`src/rdpms_map.svh`:
```
`ifndef RDPMS_MAP_SVH
`define RDPMS_MAP_SVH

// Clock-source output divided by this to form the peripheral bus clock
`define RDPMS_BUS_DIV 2
// Bus cycles in one bit of the single-wire debug link
`define RDPMS_BIT_BUS_CYCLES 16
// Bus cycle inside a bit at which the line is sampled
`define RDPMS_SAMPLE_CYCLE 4'ha
// Bus cycle at which a transmitted zero is released (speed-up pulse)
`define RDPMS_ZERO_RELEASE 4'hd
// Bus cycle of the speed-up pulse for a transmitted one
`define RDPMS_ONE_SPEEDUP 4'h4
// Last bus cycle of a bit
`define RDPMS_LAST_CYCLE 4'hf
// Ref clock cycles in one bit, for checks
`define RDPMS_BIT_REF_CYCLES (`RDPMS_BIT_BUS_CYCLES * `RDPMS_BUS_DIV)
// Code fetch address on entry to run mode
`define RDPMS_RESET_FETCH_ADDR 16'h3ffd
// Reset values of the system option bits
`define RDPMS_RESET_PIN_ENABLE_RST 1'h0
`define RDPMS_DEBUG_PIN_ENABLE_RST 1'h1

`endif

```
`src/rdpms_pkg.sv`:
```
package rdpms_pkg;

  // Bit engine of the single-wire debug link
  typedef enum logic [1:0]
  {
    RDPMS_BIT_IDLE = 2'b00,
    RDPMS_BIT_RUN = 2'b01,
    RDPMS_BIT_WAIT_HIGH = 2'b10
  } rdpms_bit_state_e;

  typedef logic [3:0] rdpms_bit_cnt_t;

endpackage : rdpms_pkg

```
`src/rdpms_sync.sv`:
```
// Two-stage synchroniser for asynchronous pin levels
module rdpms_sync #(
  parameter int WIDTH = 1
) (
  input wire logic ref_clk,
  input wire logic srst,
  input wire logic [WIDTH-1:0] async_in,
  output logic [WIDTH-1:0] sync_out
);

  logic [WIDTH-1:0] meta;

  initial
  begin
    if (WIDTH < 1)
      $error("rdpms_sync: WIDTH must be at least 1");
  end

  // First stage is read only by the second stage; keeps running in reset
  // so that the mode select level is seen while srst is high
  always_ff @(posedge ref_clk)
  begin
    meta <= async_in;
    sync_out <= meta;
  end

endmodule : rdpms_sync

```
`src/rdpms_pin_mux.sv`:
```
// Functional notes
// [RULE1] After power-on reset the line five pin is a plain input port bit.
// [RULE2] Setting reset_pin_enable makes line five the reset input until reset.
// [RULE3] Line five low while acting as reset input resets the whole device.
// [RULE4] reset_pin_enable set forces the line five pullup on.
// [RULE5] As a port bit, line five is input only, never driven.
// [RULE6] As a port bit, line four is output only, no input path.
// [RULE7] During power-on or forced debug reset the debug line selects mode.
// [RULE8] After any reset release the debug line is the debug pin.
// [RULE9] Pullup stays on while the line is debug or mode select.
// [RULE10] debug_pin_enable set by every reset; cleared by software for port use.
// [RULE11] Debug line high at reset release enters run mode.
// [RULE12] Host holds debug line low at reset to enter background mode.
// [RULE13] Each debug link bit lasts sixteen debug controller clocks.
// [RULE14] Debug controller clock equals the peripheral bus clock rate.
// [RULE15] Debug line is pseudo open-drain with brief driven-high speed-ups.
// [RULE16] Bus clock is clock-source output divided by two, for all modules.
// [RULE17] Run mode starts fetching code at the top-of-memory reset location.
// [RULE18] Other shared pins reset to plain inputs with pulls disabled.
// [RULE19] Once set, reset_pin_enable ignores clearing writes until reset.
// [RULE20] Debug line is synchronised before mode sampling or bit reception.
`include "rdpms_map.svh"

module rdpms_pin_mux
  import rdpms_pkg::*;
#(
  parameter int OTHER_PINS = 16
) (
  input wire logic ref_clk,
  input wire logic srst,
  input wire logic por_reset,
  input wire logic forced_debug_reset,
  input wire logic sys_opt_wr,
  input wire logic sys_opt_reset_pin_enable,
  input wire logic sys_opt_debug_pin_enable,
  input wire logic port_five_pullup_cfg,
  input wire logic port_four_data,
  input wire logic port_four_sel_comparator,
  input wire logic comparator_output,
  input wire logic other_cfg_wr,
  input wire logic [OTHER_PINS-1:0] other_dir_cfg,
  input wire logic [OTHER_PINS-1:0] other_pull_cfg,
  input wire logic tx_arm,
  input wire logic tx_bit,
  input wire logic port_a_line_five_in,
  input wire logic debug_line_in,
  output logic port_a_line_five_oe,
  output logic port_a_line_five_pullup_en,
  output logic port_a_line_five_data,
  output logic ext_reset_req,
  output logic reset_pin_enable,
  output logic debug_pin_enable,
  output logic debug_line_out,
  output logic debug_line_oe,
  output logic debug_line_pullup_en,
  output logic bus_clk_en,
  output logic run_mode,
  output logic background_mode,
  output logic [15:0] fetch_addr,
  output logic rx_bit_valid,
  output logic rx_bit,
  output logic tx_busy,
  output logic [OTHER_PINS-1:0] other_dir_out,
  output logic [OTHER_PINS-1:0] other_pull_en
);

  logic five_s;
  logic dbg_s;
  logic dbg_prev;
  logic srst_q;
  logic mode_kind;
  logic mode_level;
  logic tx_pending;
  logic tx_val;
  logic next_drive_low;
  logic next_speedup;
  rdpms_bit_state_e bit_state;
  rdpms_bit_cnt_t bit_cnt;
  logic [5:0] span_cnt;

  initial
  begin
    if (OTHER_PINS < 1 || OTHER_PINS > 64)
      $error("rdpms_pin_mux: OTHER_PINS must be 1 to 64");
  end

  // Pin levels brought into the clock domain
  rdpms_sync #(.WIDTH(2)) u_pin_sync (
    .ref_clk(ref_clk),
    .srst(srst),
    .async_in({port_a_line_five_in, debug_line_in}),
    .sync_out({five_s, dbg_s}) // [RULE20]
  );

  // Bus clock enable: every second ref clock
  always_ff @(posedge ref_clk)
  begin
    if (srst)
      bus_clk_en <= 1'h0;
    else
      bus_clk_en <= ~bus_clk_en; // [RULE16] [RULE14]
  end

  // System option bits
  always_ff @(posedge ref_clk)
  begin
    if (srst)
    begin
      reset_pin_enable <= `RDPMS_RESET_PIN_ENABLE_RST; // [RULE1]
      debug_pin_enable <= `RDPMS_DEBUG_PIN_ENABLE_RST; // [RULE10]
    end
    else if (sys_opt_wr)
    begin
      // reset_pin_enable set only; clearing waits for the next reset
      reset_pin_enable <= reset_pin_enable | sys_opt_reset_pin_enable; // [RULE2] [RULE19]
      debug_pin_enable <= sys_opt_debug_pin_enable; // [RULE10]
    end
  end

  // Line five: input port bit or external reset input
  always_ff @(posedge ref_clk)
  begin
    if (srst)
    begin
      port_a_line_five_oe <= 1'h0;
      port_a_line_five_pullup_en <= 1'h0;
      port_a_line_five_data <= 1'h0;
      ext_reset_req <= 1'h0;
    end
    else
    begin
      port_a_line_five_oe <= 1'h0; // [RULE5]
      port_a_line_five_pullup_en <= reset_pin_enable | port_five_pullup_cfg; // [RULE4]
      port_a_line_five_data <= reset_pin_enable ? 1'h0 : five_s; // [RULE1]
      ext_reset_req <= reset_pin_enable & ~five_s; // [RULE3]
    end
  end

  // Mode select sampled during power-on or forced debug reset
  always_ff @(posedge ref_clk)
  begin
    srst_q <= srst;
    if (srst)
    begin
      mode_kind <= por_reset | forced_debug_reset; // [RULE7]
      mode_level <= dbg_s; // [RULE7] [RULE12]
    end
  end

  // Operating mode and fetch address decided at reset release
  always_ff @(posedge ref_clk)
  begin
    if (srst)
    begin
      run_mode <= 1'h0;
      background_mode <= 1'h0;
      fetch_addr <= 16'h0000;
    end
    else if (srst_q)
    begin
      run_mode <= ~mode_kind | mode_level; // [RULE11]
      background_mode <= mode_kind & ~mode_level; // [RULE12]
      fetch_addr <= `RDPMS_RESET_FETCH_ADDR; // [RULE17]
    end
  end

  // Other shared pins: inputs, pulls off, until configured
  always_ff @(posedge ref_clk)
  begin
    if (srst)
    begin
      other_dir_out <= '0; // [RULE18]
      other_pull_en <= '0; // [RULE18]
    end
    else if (other_cfg_wr)
    begin
      other_dir_out <= other_dir_cfg;
      other_pull_en <= other_pull_cfg;
    end
  end

  // Transmit bit waits for the next host-started bit
  always_ff @(posedge ref_clk)
  begin
    if (srst)
    begin
      tx_pending <= 1'h0;
      tx_val <= 1'h0;
    end
    else if (tx_arm && !tx_pending)
    begin
      tx_pending <= 1'h1;
      tx_val <= tx_bit;
    end
    else if (bit_state == RDPMS_BIT_RUN && bus_clk_en &&
             bit_cnt == `RDPMS_LAST_CYCLE)
      tx_pending <= 1'h0;
  end

  // Bit engine counts bus cycles from the host falling edge
  always_ff @(posedge ref_clk)
  begin
    if (srst)
    begin
      // Line held low across release must not look like a falling edge
      dbg_prev <= dbg_s;
      bit_state <= RDPMS_BIT_IDLE;
      bit_cnt <= 4'h0;
      rx_bit_valid <= 1'h0;
      rx_bit <= 1'h0;
    end
    else
    begin
      dbg_prev <= dbg_s;
      rx_bit_valid <= 1'h0;
      case (bit_state)
        RDPMS_BIT_IDLE:
        begin
          bit_cnt <= 4'h0;
          if (debug_pin_enable && dbg_prev && !dbg_s) // [RULE8]
            bit_state <= RDPMS_BIT_RUN;
        end
        RDPMS_BIT_RUN:
        begin
          if (bus_clk_en)
          begin
            bit_cnt <= bit_cnt + 4'h1;
            if (bit_cnt == `RDPMS_SAMPLE_CYCLE && !tx_pending)
            begin
              rx_bit_valid <= 1'h1;
              rx_bit <= dbg_s;
            end
            if (bit_cnt == `RDPMS_LAST_CYCLE)
              bit_state <= RDPMS_BIT_WAIT_HIGH; // [RULE13]
          end
        end
        RDPMS_BIT_WAIT_HIGH:
        begin
          bit_cnt <= 4'h0;
          if (dbg_s)
            bit_state <= RDPMS_BIT_IDLE;
        end
        default:
          bit_state <= RDPMS_BIT_IDLE;
      endcase
    end
  end

  // Drive decisions for a transmitted bit
  always_comb
  begin
    next_drive_low = bit_state == RDPMS_BIT_RUN && tx_pending && !tx_val &&
                     bit_cnt < `RDPMS_ZERO_RELEASE;
    next_speedup = bit_state == RDPMS_BIT_RUN && tx_pending &&
                   bit_cnt == (tx_val ? `RDPMS_ONE_SPEEDUP :
                               `RDPMS_ZERO_RELEASE);
  end

  // Debug line: mode input in reset, pseudo open-drain, or port output
  always_ff @(posedge ref_clk)
  begin
    if (srst)
    begin
      debug_line_out <= 1'h1;
      debug_line_oe <= 1'h0; // [RULE7]
      debug_line_pullup_en <= 1'h1; // [RULE9]
      tx_busy <= 1'h0;
    end
    else
    begin
      tx_busy <= tx_pending;
      debug_line_pullup_en <= debug_pin_enable; // [RULE9]
      if (debug_pin_enable)
      begin
        debug_line_out <= ~next_drive_low; // [RULE15]
        debug_line_oe <= next_drive_low | next_speedup; // [RULE15]
      end
      else
      begin
        // Output only; no input path in port use
        debug_line_out <= port_four_sel_comparator ? comparator_output :
                          port_four_data; // [RULE6] [RULE10]
        debug_line_oe <= 1'h1; // [RULE6]
      end
    end
  end

  // Ref clock cycles spent in one bit
  always_ff @(posedge ref_clk)
  begin
    if (srst || bit_state != RDPMS_BIT_RUN)
      span_cnt <= 6'h00;
    else
      span_cnt <= span_cnt + 6'h01;
  end

  AST_LINE_FIVE_NOT_DRIVEN: assert property ( // [RULE5]
    @(posedge ref_clk) disable iff (srst) !port_a_line_five_oe)
    else $error("line five driven");

  AST_RESET_PIN_STICKY: assert property ( // [RULE2] [RULE19]
    @(posedge ref_clk) disable iff (srst)
    reset_pin_enable |=> reset_pin_enable)
    else $error("reset pin enable cleared without reset");

  AST_EXT_RESET: assert property ( // [RULE3]
    @(posedge ref_clk) disable iff (srst)
    reset_pin_enable && !five_s |=> ext_reset_req)
    else $error("external reset not forwarded");

  AST_FIVE_PULLUP: assert property ( // [RULE4]
    @(posedge ref_clk) disable iff (srst)
    reset_pin_enable |=> port_a_line_five_pullup_en)
    else $error("line five pullup off in reset mode");

  AST_DEBUG_PULLUP: assert property ( // [RULE9]
    @(posedge ref_clk) disable iff (srst)
    debug_pin_enable |=> debug_line_pullup_en)
    else $error("debug pullup off");

  AST_DPE_AFTER_RESET: assert property ( // [RULE10]
    @(posedge ref_clk) srst ##1 !srst |-> debug_pin_enable && !debug_line_oe)
    else $error("debug pin enable not set by reset");

  AST_RUN_MODE: assert property ( // [RULE11]
    @(posedge ref_clk) disable iff (srst)
    srst_q && (mode_level || !mode_kind) |=> run_mode && !background_mode)
    else $error("run mode not entered");

  AST_BUS_DIV: assert property ( // [RULE16]
    @(posedge ref_clk) disable iff (srst)
    bus_clk_en |=> !bus_clk_en ##1 bus_clk_en)
    else $error("bus clock enable not divide by two");

  AST_BIT_SPAN: assert property ( // [RULE13]
    @(posedge ref_clk) disable iff (srst)
    $fell(bit_state == RDPMS_BIT_RUN) |->
    $past(span_cnt) >= 6'(`RDPMS_BIT_REF_CYCLES - 2) &&
    $past(span_cnt) <= 6'(`RDPMS_BIT_REF_CYCLES - 1))
    else $error("debug bit length wrong");

  AST_ZERO_SPEEDUP: assert property ( // [RULE15]
    @(posedge ref_clk) disable iff (srst)
    debug_pin_enable && debug_line_oe && debug_line_out |=>
    !debug_pin_enable || !debug_line_oe || debug_line_out)
    else $error("speed-up pulse malformed");

endmodule : rdpms_pin_mux

```
`config.mk`:
```
export PLATFORM = sky130hd
export DESIGN_NAME = rdpms_pin_mux
export DESIGN_NICKNAME = d
export VERILOG_FILES = /design/src/rdpms_pkg.sv /design/src/rdpms_sync.sv /design/src/rdpms_pin_mux.sv
export VERILOG_INCLUDE_DIRS = /design/src
export SDC_FILE = /design/constraint.sdc
export NUM_CORES = 1
export LEC_CHECK = 0
export ABC_CLOCK_PERIOD_IN_PS = 1890
export BUFFER_PORTS_ARGS = -buffer_cell sky130_fd_sc_hd__buf_4
export CAP_MARGIN = 20
export CORE_ASPECT_RATIO = 0.9
export CORE_MARGIN = 2
export CORE_UTILIZATION = 40
export CTS_CLUSTER_SIZE = 20
export DETAILED_ROUTE_END_ITERATION = 10
export GPL_TIMING_DRIVEN = 0
export PLACE_DENSITY = 0.8
export SETUP_SLACK_MARGIN = 0.4
export SLEW_MARGIN = 5
export SYNTH_ARGS = -nofsm -noshare
export SYNTH_HDL_FRONTEND = slang
export SYNTH_SLANG_ARGS = --single-unit
```
`constraint.sdc`:
```
create_clock -name ref_clk -period 1.89 [get_ports ref_clk]
set_input_delay 0.189 -clock ref_clk [delete_from_list [all_inputs] [get_ports ref_clk]]
set_output_delay 0.189 -clock ref_clk [all_outputs]
set_load 0.005 [all_outputs]
```
==> impl_summary.md <==
Final layout
For this run, the number of standard cells in the final layout without fillers is ~420. In the final layout, the multi-input gates occupy just under 900 µm². The finished cells cover 3470 µm². In the final layout, the share of cells above drive strength 1 is 0.406. The footprint of the flip-flops and latches is ~1300 µm². The growth of design area from synthesis to finish is 48.6%. The count of fill cells added during filler insertion is about 500. At the end of the flow, the number of nets in the layout was about 400. The repair_antennas step left the layout with diodes totalling 0.

Timing
Derived from the worst setup path, the maximum achievable clock frequency is about 730 MHz. The tightest hold path in the finished design has a slack of 0.0628 ns. The final count of pins violating max slew came to 0. Adding up every negative setup slack in the final design gives 0 ns. Dividing the final minimum period by the clock period gives 0.729. Setup repair after global routing left no endpoint under its margin. Across the routed clock network, the largest skew measured is ~0.0041 ns. Subtracting the final worst setup slack from the clock period gives roughly 1.4 ns. Setup violations remaining at the end of the flow were counted as 0. The count of final hold-check violations is 0.

Worst setup path
The maximum fanout along the worst path is 5. The critical path in this run is classified as reg -> reg. The worst setup path is launched from a flip-flop. The critical path goes through inv_1, ha_1, nor4bb_2, a21bo_1, a21oi_1. The highest-delay cell along the critical path is nor4bb_2. For flop-to-flop paths, the worst setup slack is just over 0.5 ns. The required time at the endpoint of the critical path is about 2.1 ns. The critical path's largest stage delay is 0.39 ns. At the worst endpoint, the arrival time is 1.57 ns. The kind of end point of the critical path is a flip-flop.

Synth
The post-synthesis async set-or-reset flop share is 0. The most used flip-flop cell after synthesis is dfxtp_1. The synthesized design spends more area on one cell type than any other, namely dfxtp_1. In this run, synthesis inferred 2 flip-flops with an integrated enable. Of the post-synthesis cell area, the dominant cell type holds 0.524. After synthesis, the cell types taking the most area are dfxtp_1, mux2i_1, nor2_1. After synthesis, the netlist uses 37 different library cells. The mean post-synth cell area is ~10 µm². The commonest cells after synthesis are dfxtp_1, nor2_1, mux2i_1. After technology mapping, the gate count stands at about 230.

The post-synthesis register bit count is 63. During synthesis, Yosys emitted a total of 0 warnings. The share of the yosys chip area belonging to registers is 0.549. The most frequent cell after synthesis is dfxtp_1.

Summing every instance area after synthesis gives ~2300 µm².

Floorplan
After floorplanning, the core was sized to cover roughly 5700 µm². The die is between 80 and 90 µm wide. In this run the count of I/O pins placed on the die edge is around 110. The area of the die is roughly 6500 µm². The number of placement rows is 26. The height of the die is roughly 76 µm. For this configuration, the core starts out at a cell density of 0.412.

Pwr
The fraction of power consumed by combinational cells is 0.122. Dividing total power by cell area gives a power density of roughly 870 nW/µm². The clock network fraction of design power is 0.397.

The worst-case IR drop observed on VDD is ~0.5 mV. The internal power is between 2 and 2.5 mW. Of the total power, the share spent switching nets is 0.229. Summed over all cells, the static leakage comes to 1.68 nW. Summed over all nets, the switching power comes to around 0.69 mW. The part of the power in registers is 0.481.

Clock tree
The buffer type at the clock tree root is clkbuf_8. The deepest clock path buffer count is 2. The clock network latency to the later pin of the worst-skew pair is approximately 0.33 ns. After clock tree synthesis, the clock-pin slew on the worst setup and hold paths is 0.07 ns. The H-tree depth reported by CTS is 3. The total clock sinks is 63. TritonCTS built the clock tree.

The number of CTS-inserted buffers is 9.

Placement
The placed instance count is 403. Once placement finished, the instance area stood at about 3200 µm². The number of port buffers is 105. Detailed placement finished with a half-perimeter wire length of 3870 µm. The routability-driven placement congestion ratio is roughly 0.80.

GRT
The maximum number of pins on one net before global-route repair is 15. The initial antenna violation count was 0. The wire length of the first global-routing pass is around 9000 µm. The total global routing track utilization is 0.173.

The number of global-route vias before repair is around 2000. The residual overflow from global routing is 0.

Detailed routing
The count of nets left with antenna violations once routing finished came out at 0. The total wire length is around 5300 µm. The count of routing violations after the opening detailed-route iteration is 75. For this run, the detailed router's first-pass iteration total came to 4. The detailed router placed roughly 1900 vias in this run. In the final routed layout, each cell accounts on average for 12.6 µm. The routed via count divided by cell count is between 4 and 5. The number of DRC violations after detailed routing is 0.

Hold path
The worst min-delay path category is in -> reg.

Job
The number of maximum-capacitance violations is 0.

Run status
The flow ran to the end, and the final reports show no timing, DRC or antenna violations.
==> flip-flops by register name (all words and copies together), names as in the netlist, 2 cells and up <==
register             count
other_dir_out           16
other_pull_en           16
bit_cnt                  4
bit_state                2
u_pin_sync.meta          2
u_pin_sync.sync_out      2
==> stage by stage <==
| step | worst slack [ns] | utilization | power, mW |
|---|---|---|---|
| 2_1_floorplan | 0.614 | - | 1.63 |
| 3_3_place_gp | 0.377 | 0.569 | 1.84 |
| 3_5_place_dp | 0.386 | 0.569 | 1.85 |
| 4_1_cts | 0.446 | 0.611 | 3.07 |
| 5_1_grt | 0.395 | 0.612 | 3.17 |
| 6_report | 0.513 | 0.612 | 3.03 |
==> logic make-up (layout without fill, tap and decap cells) <==
family,count (synthesis),in the layout,share of synthesized area
DFF,63,63,0.549
xor gates and xnor gates,2,2,0.00751
buffers and inverters,31,155,0.0778
and+or+nand+nor,77,77,0.161
other,1,4,0.00161
muxes,34,34,0.146
adders and majority gates,3,3,0.0161
AOI/OAI and AO/OA,14,14,0.0408
==> path summary, 6_finish.rpt <==
check	start	endpoint	cells past startpoint
setup reg to reg	bit_cnt[0]$_SDFFE_PP0P_	rx_bit$_SDFFE_PP0P_	5
setup / recovery	bit_cnt[0]$_SDFFE_PP0P_	rx_bit$_SDFFE_PP0P_	5
hold reg to reg	u_pin_sync.meta[1]$_DFF_P_	u_pin_sync.sync_out[1]$_DFF_P_	0
hold / removal	sys_opt_debug_pin_enable	debug_pin_enable$_SDFFE_PP1P_	2
==> layer usage <==
layer / part of all wire / global-route usage / up-vias / wire length (µm)
li1: - / - / 970 / -
met1: 0.43 / 0.201 / 862 / 2270
met2: 0.48 / 0.280 / 76 / 2540
met3: 0.089 / 0.0813 / 6 / 472
met4: 0.0070 / 0.0571 / 0 / 37
met5: 0 / 0 / - / 0
==> layout make-up <==
class,instances,share of cell area
clock buffers,12,0.0451
clock inverters,4,0.0152
repair buffers,108,0.236
multi-input cells,134,0.256
plain buffers,26,0.0469
flip-flops and latches,63,0.370
inverters,5,0.00542
well taps,70,0.0253
==> layout by cell type (no fill, tap or decap), types with 3 or more instances in the layout <==
master,instances
buf_4,121
dfxtp_1,60
nor2_1,46
mux2i_1,34
clkbuf_8,9
clkbuf_1,8
inv_1,5
buf_2,4
nand2_1,4
a21oi_1,4
nor2b_1,4
conb_1,4
nor3b_1,3
nand3_1,3
ha_1,3
clkinvlp_4,3
dlygate4sd3_1,3
==> worst max-delay path, delay by kind of cell, from the launching register on <==
family / cells / cell delay, ns
AND/OR/NAND/NOR: 1 / 0.39
flip-flops: 1 / 0.35
adder cells (fa/ha/maj): 1 / 0.16
AO/OA/AOI/OAI: 2 / 0.22
buffers and inverters: 1 / 0.13
==> timing repair <==
| action | in CTS | in global routing |
|---|---|---|
| hold buffers | 3 | 0 |
| setup buffers | 0 | 0 |
| endpoints found under the hold margin | 3 | 0 |
| setup endpoints to repair | 0 | 14 |
| resized for setup | 0 | 2 |
==> power groups by stage <==
stage,logic (mW),registers [mW],clock network (mW)
2_1_floorplan,0.154,1.48,0
3_3_place_gp,0.360,1.48,0
3_5_place_dp,0.368,1.49,0
4_1_cts,0.374,1.46,1.24
5_1_grt,0.406,1.47,1.30
6_report,0.369,1.46,1.20
No activity file was read; power rests on OpenSTA's default activity.
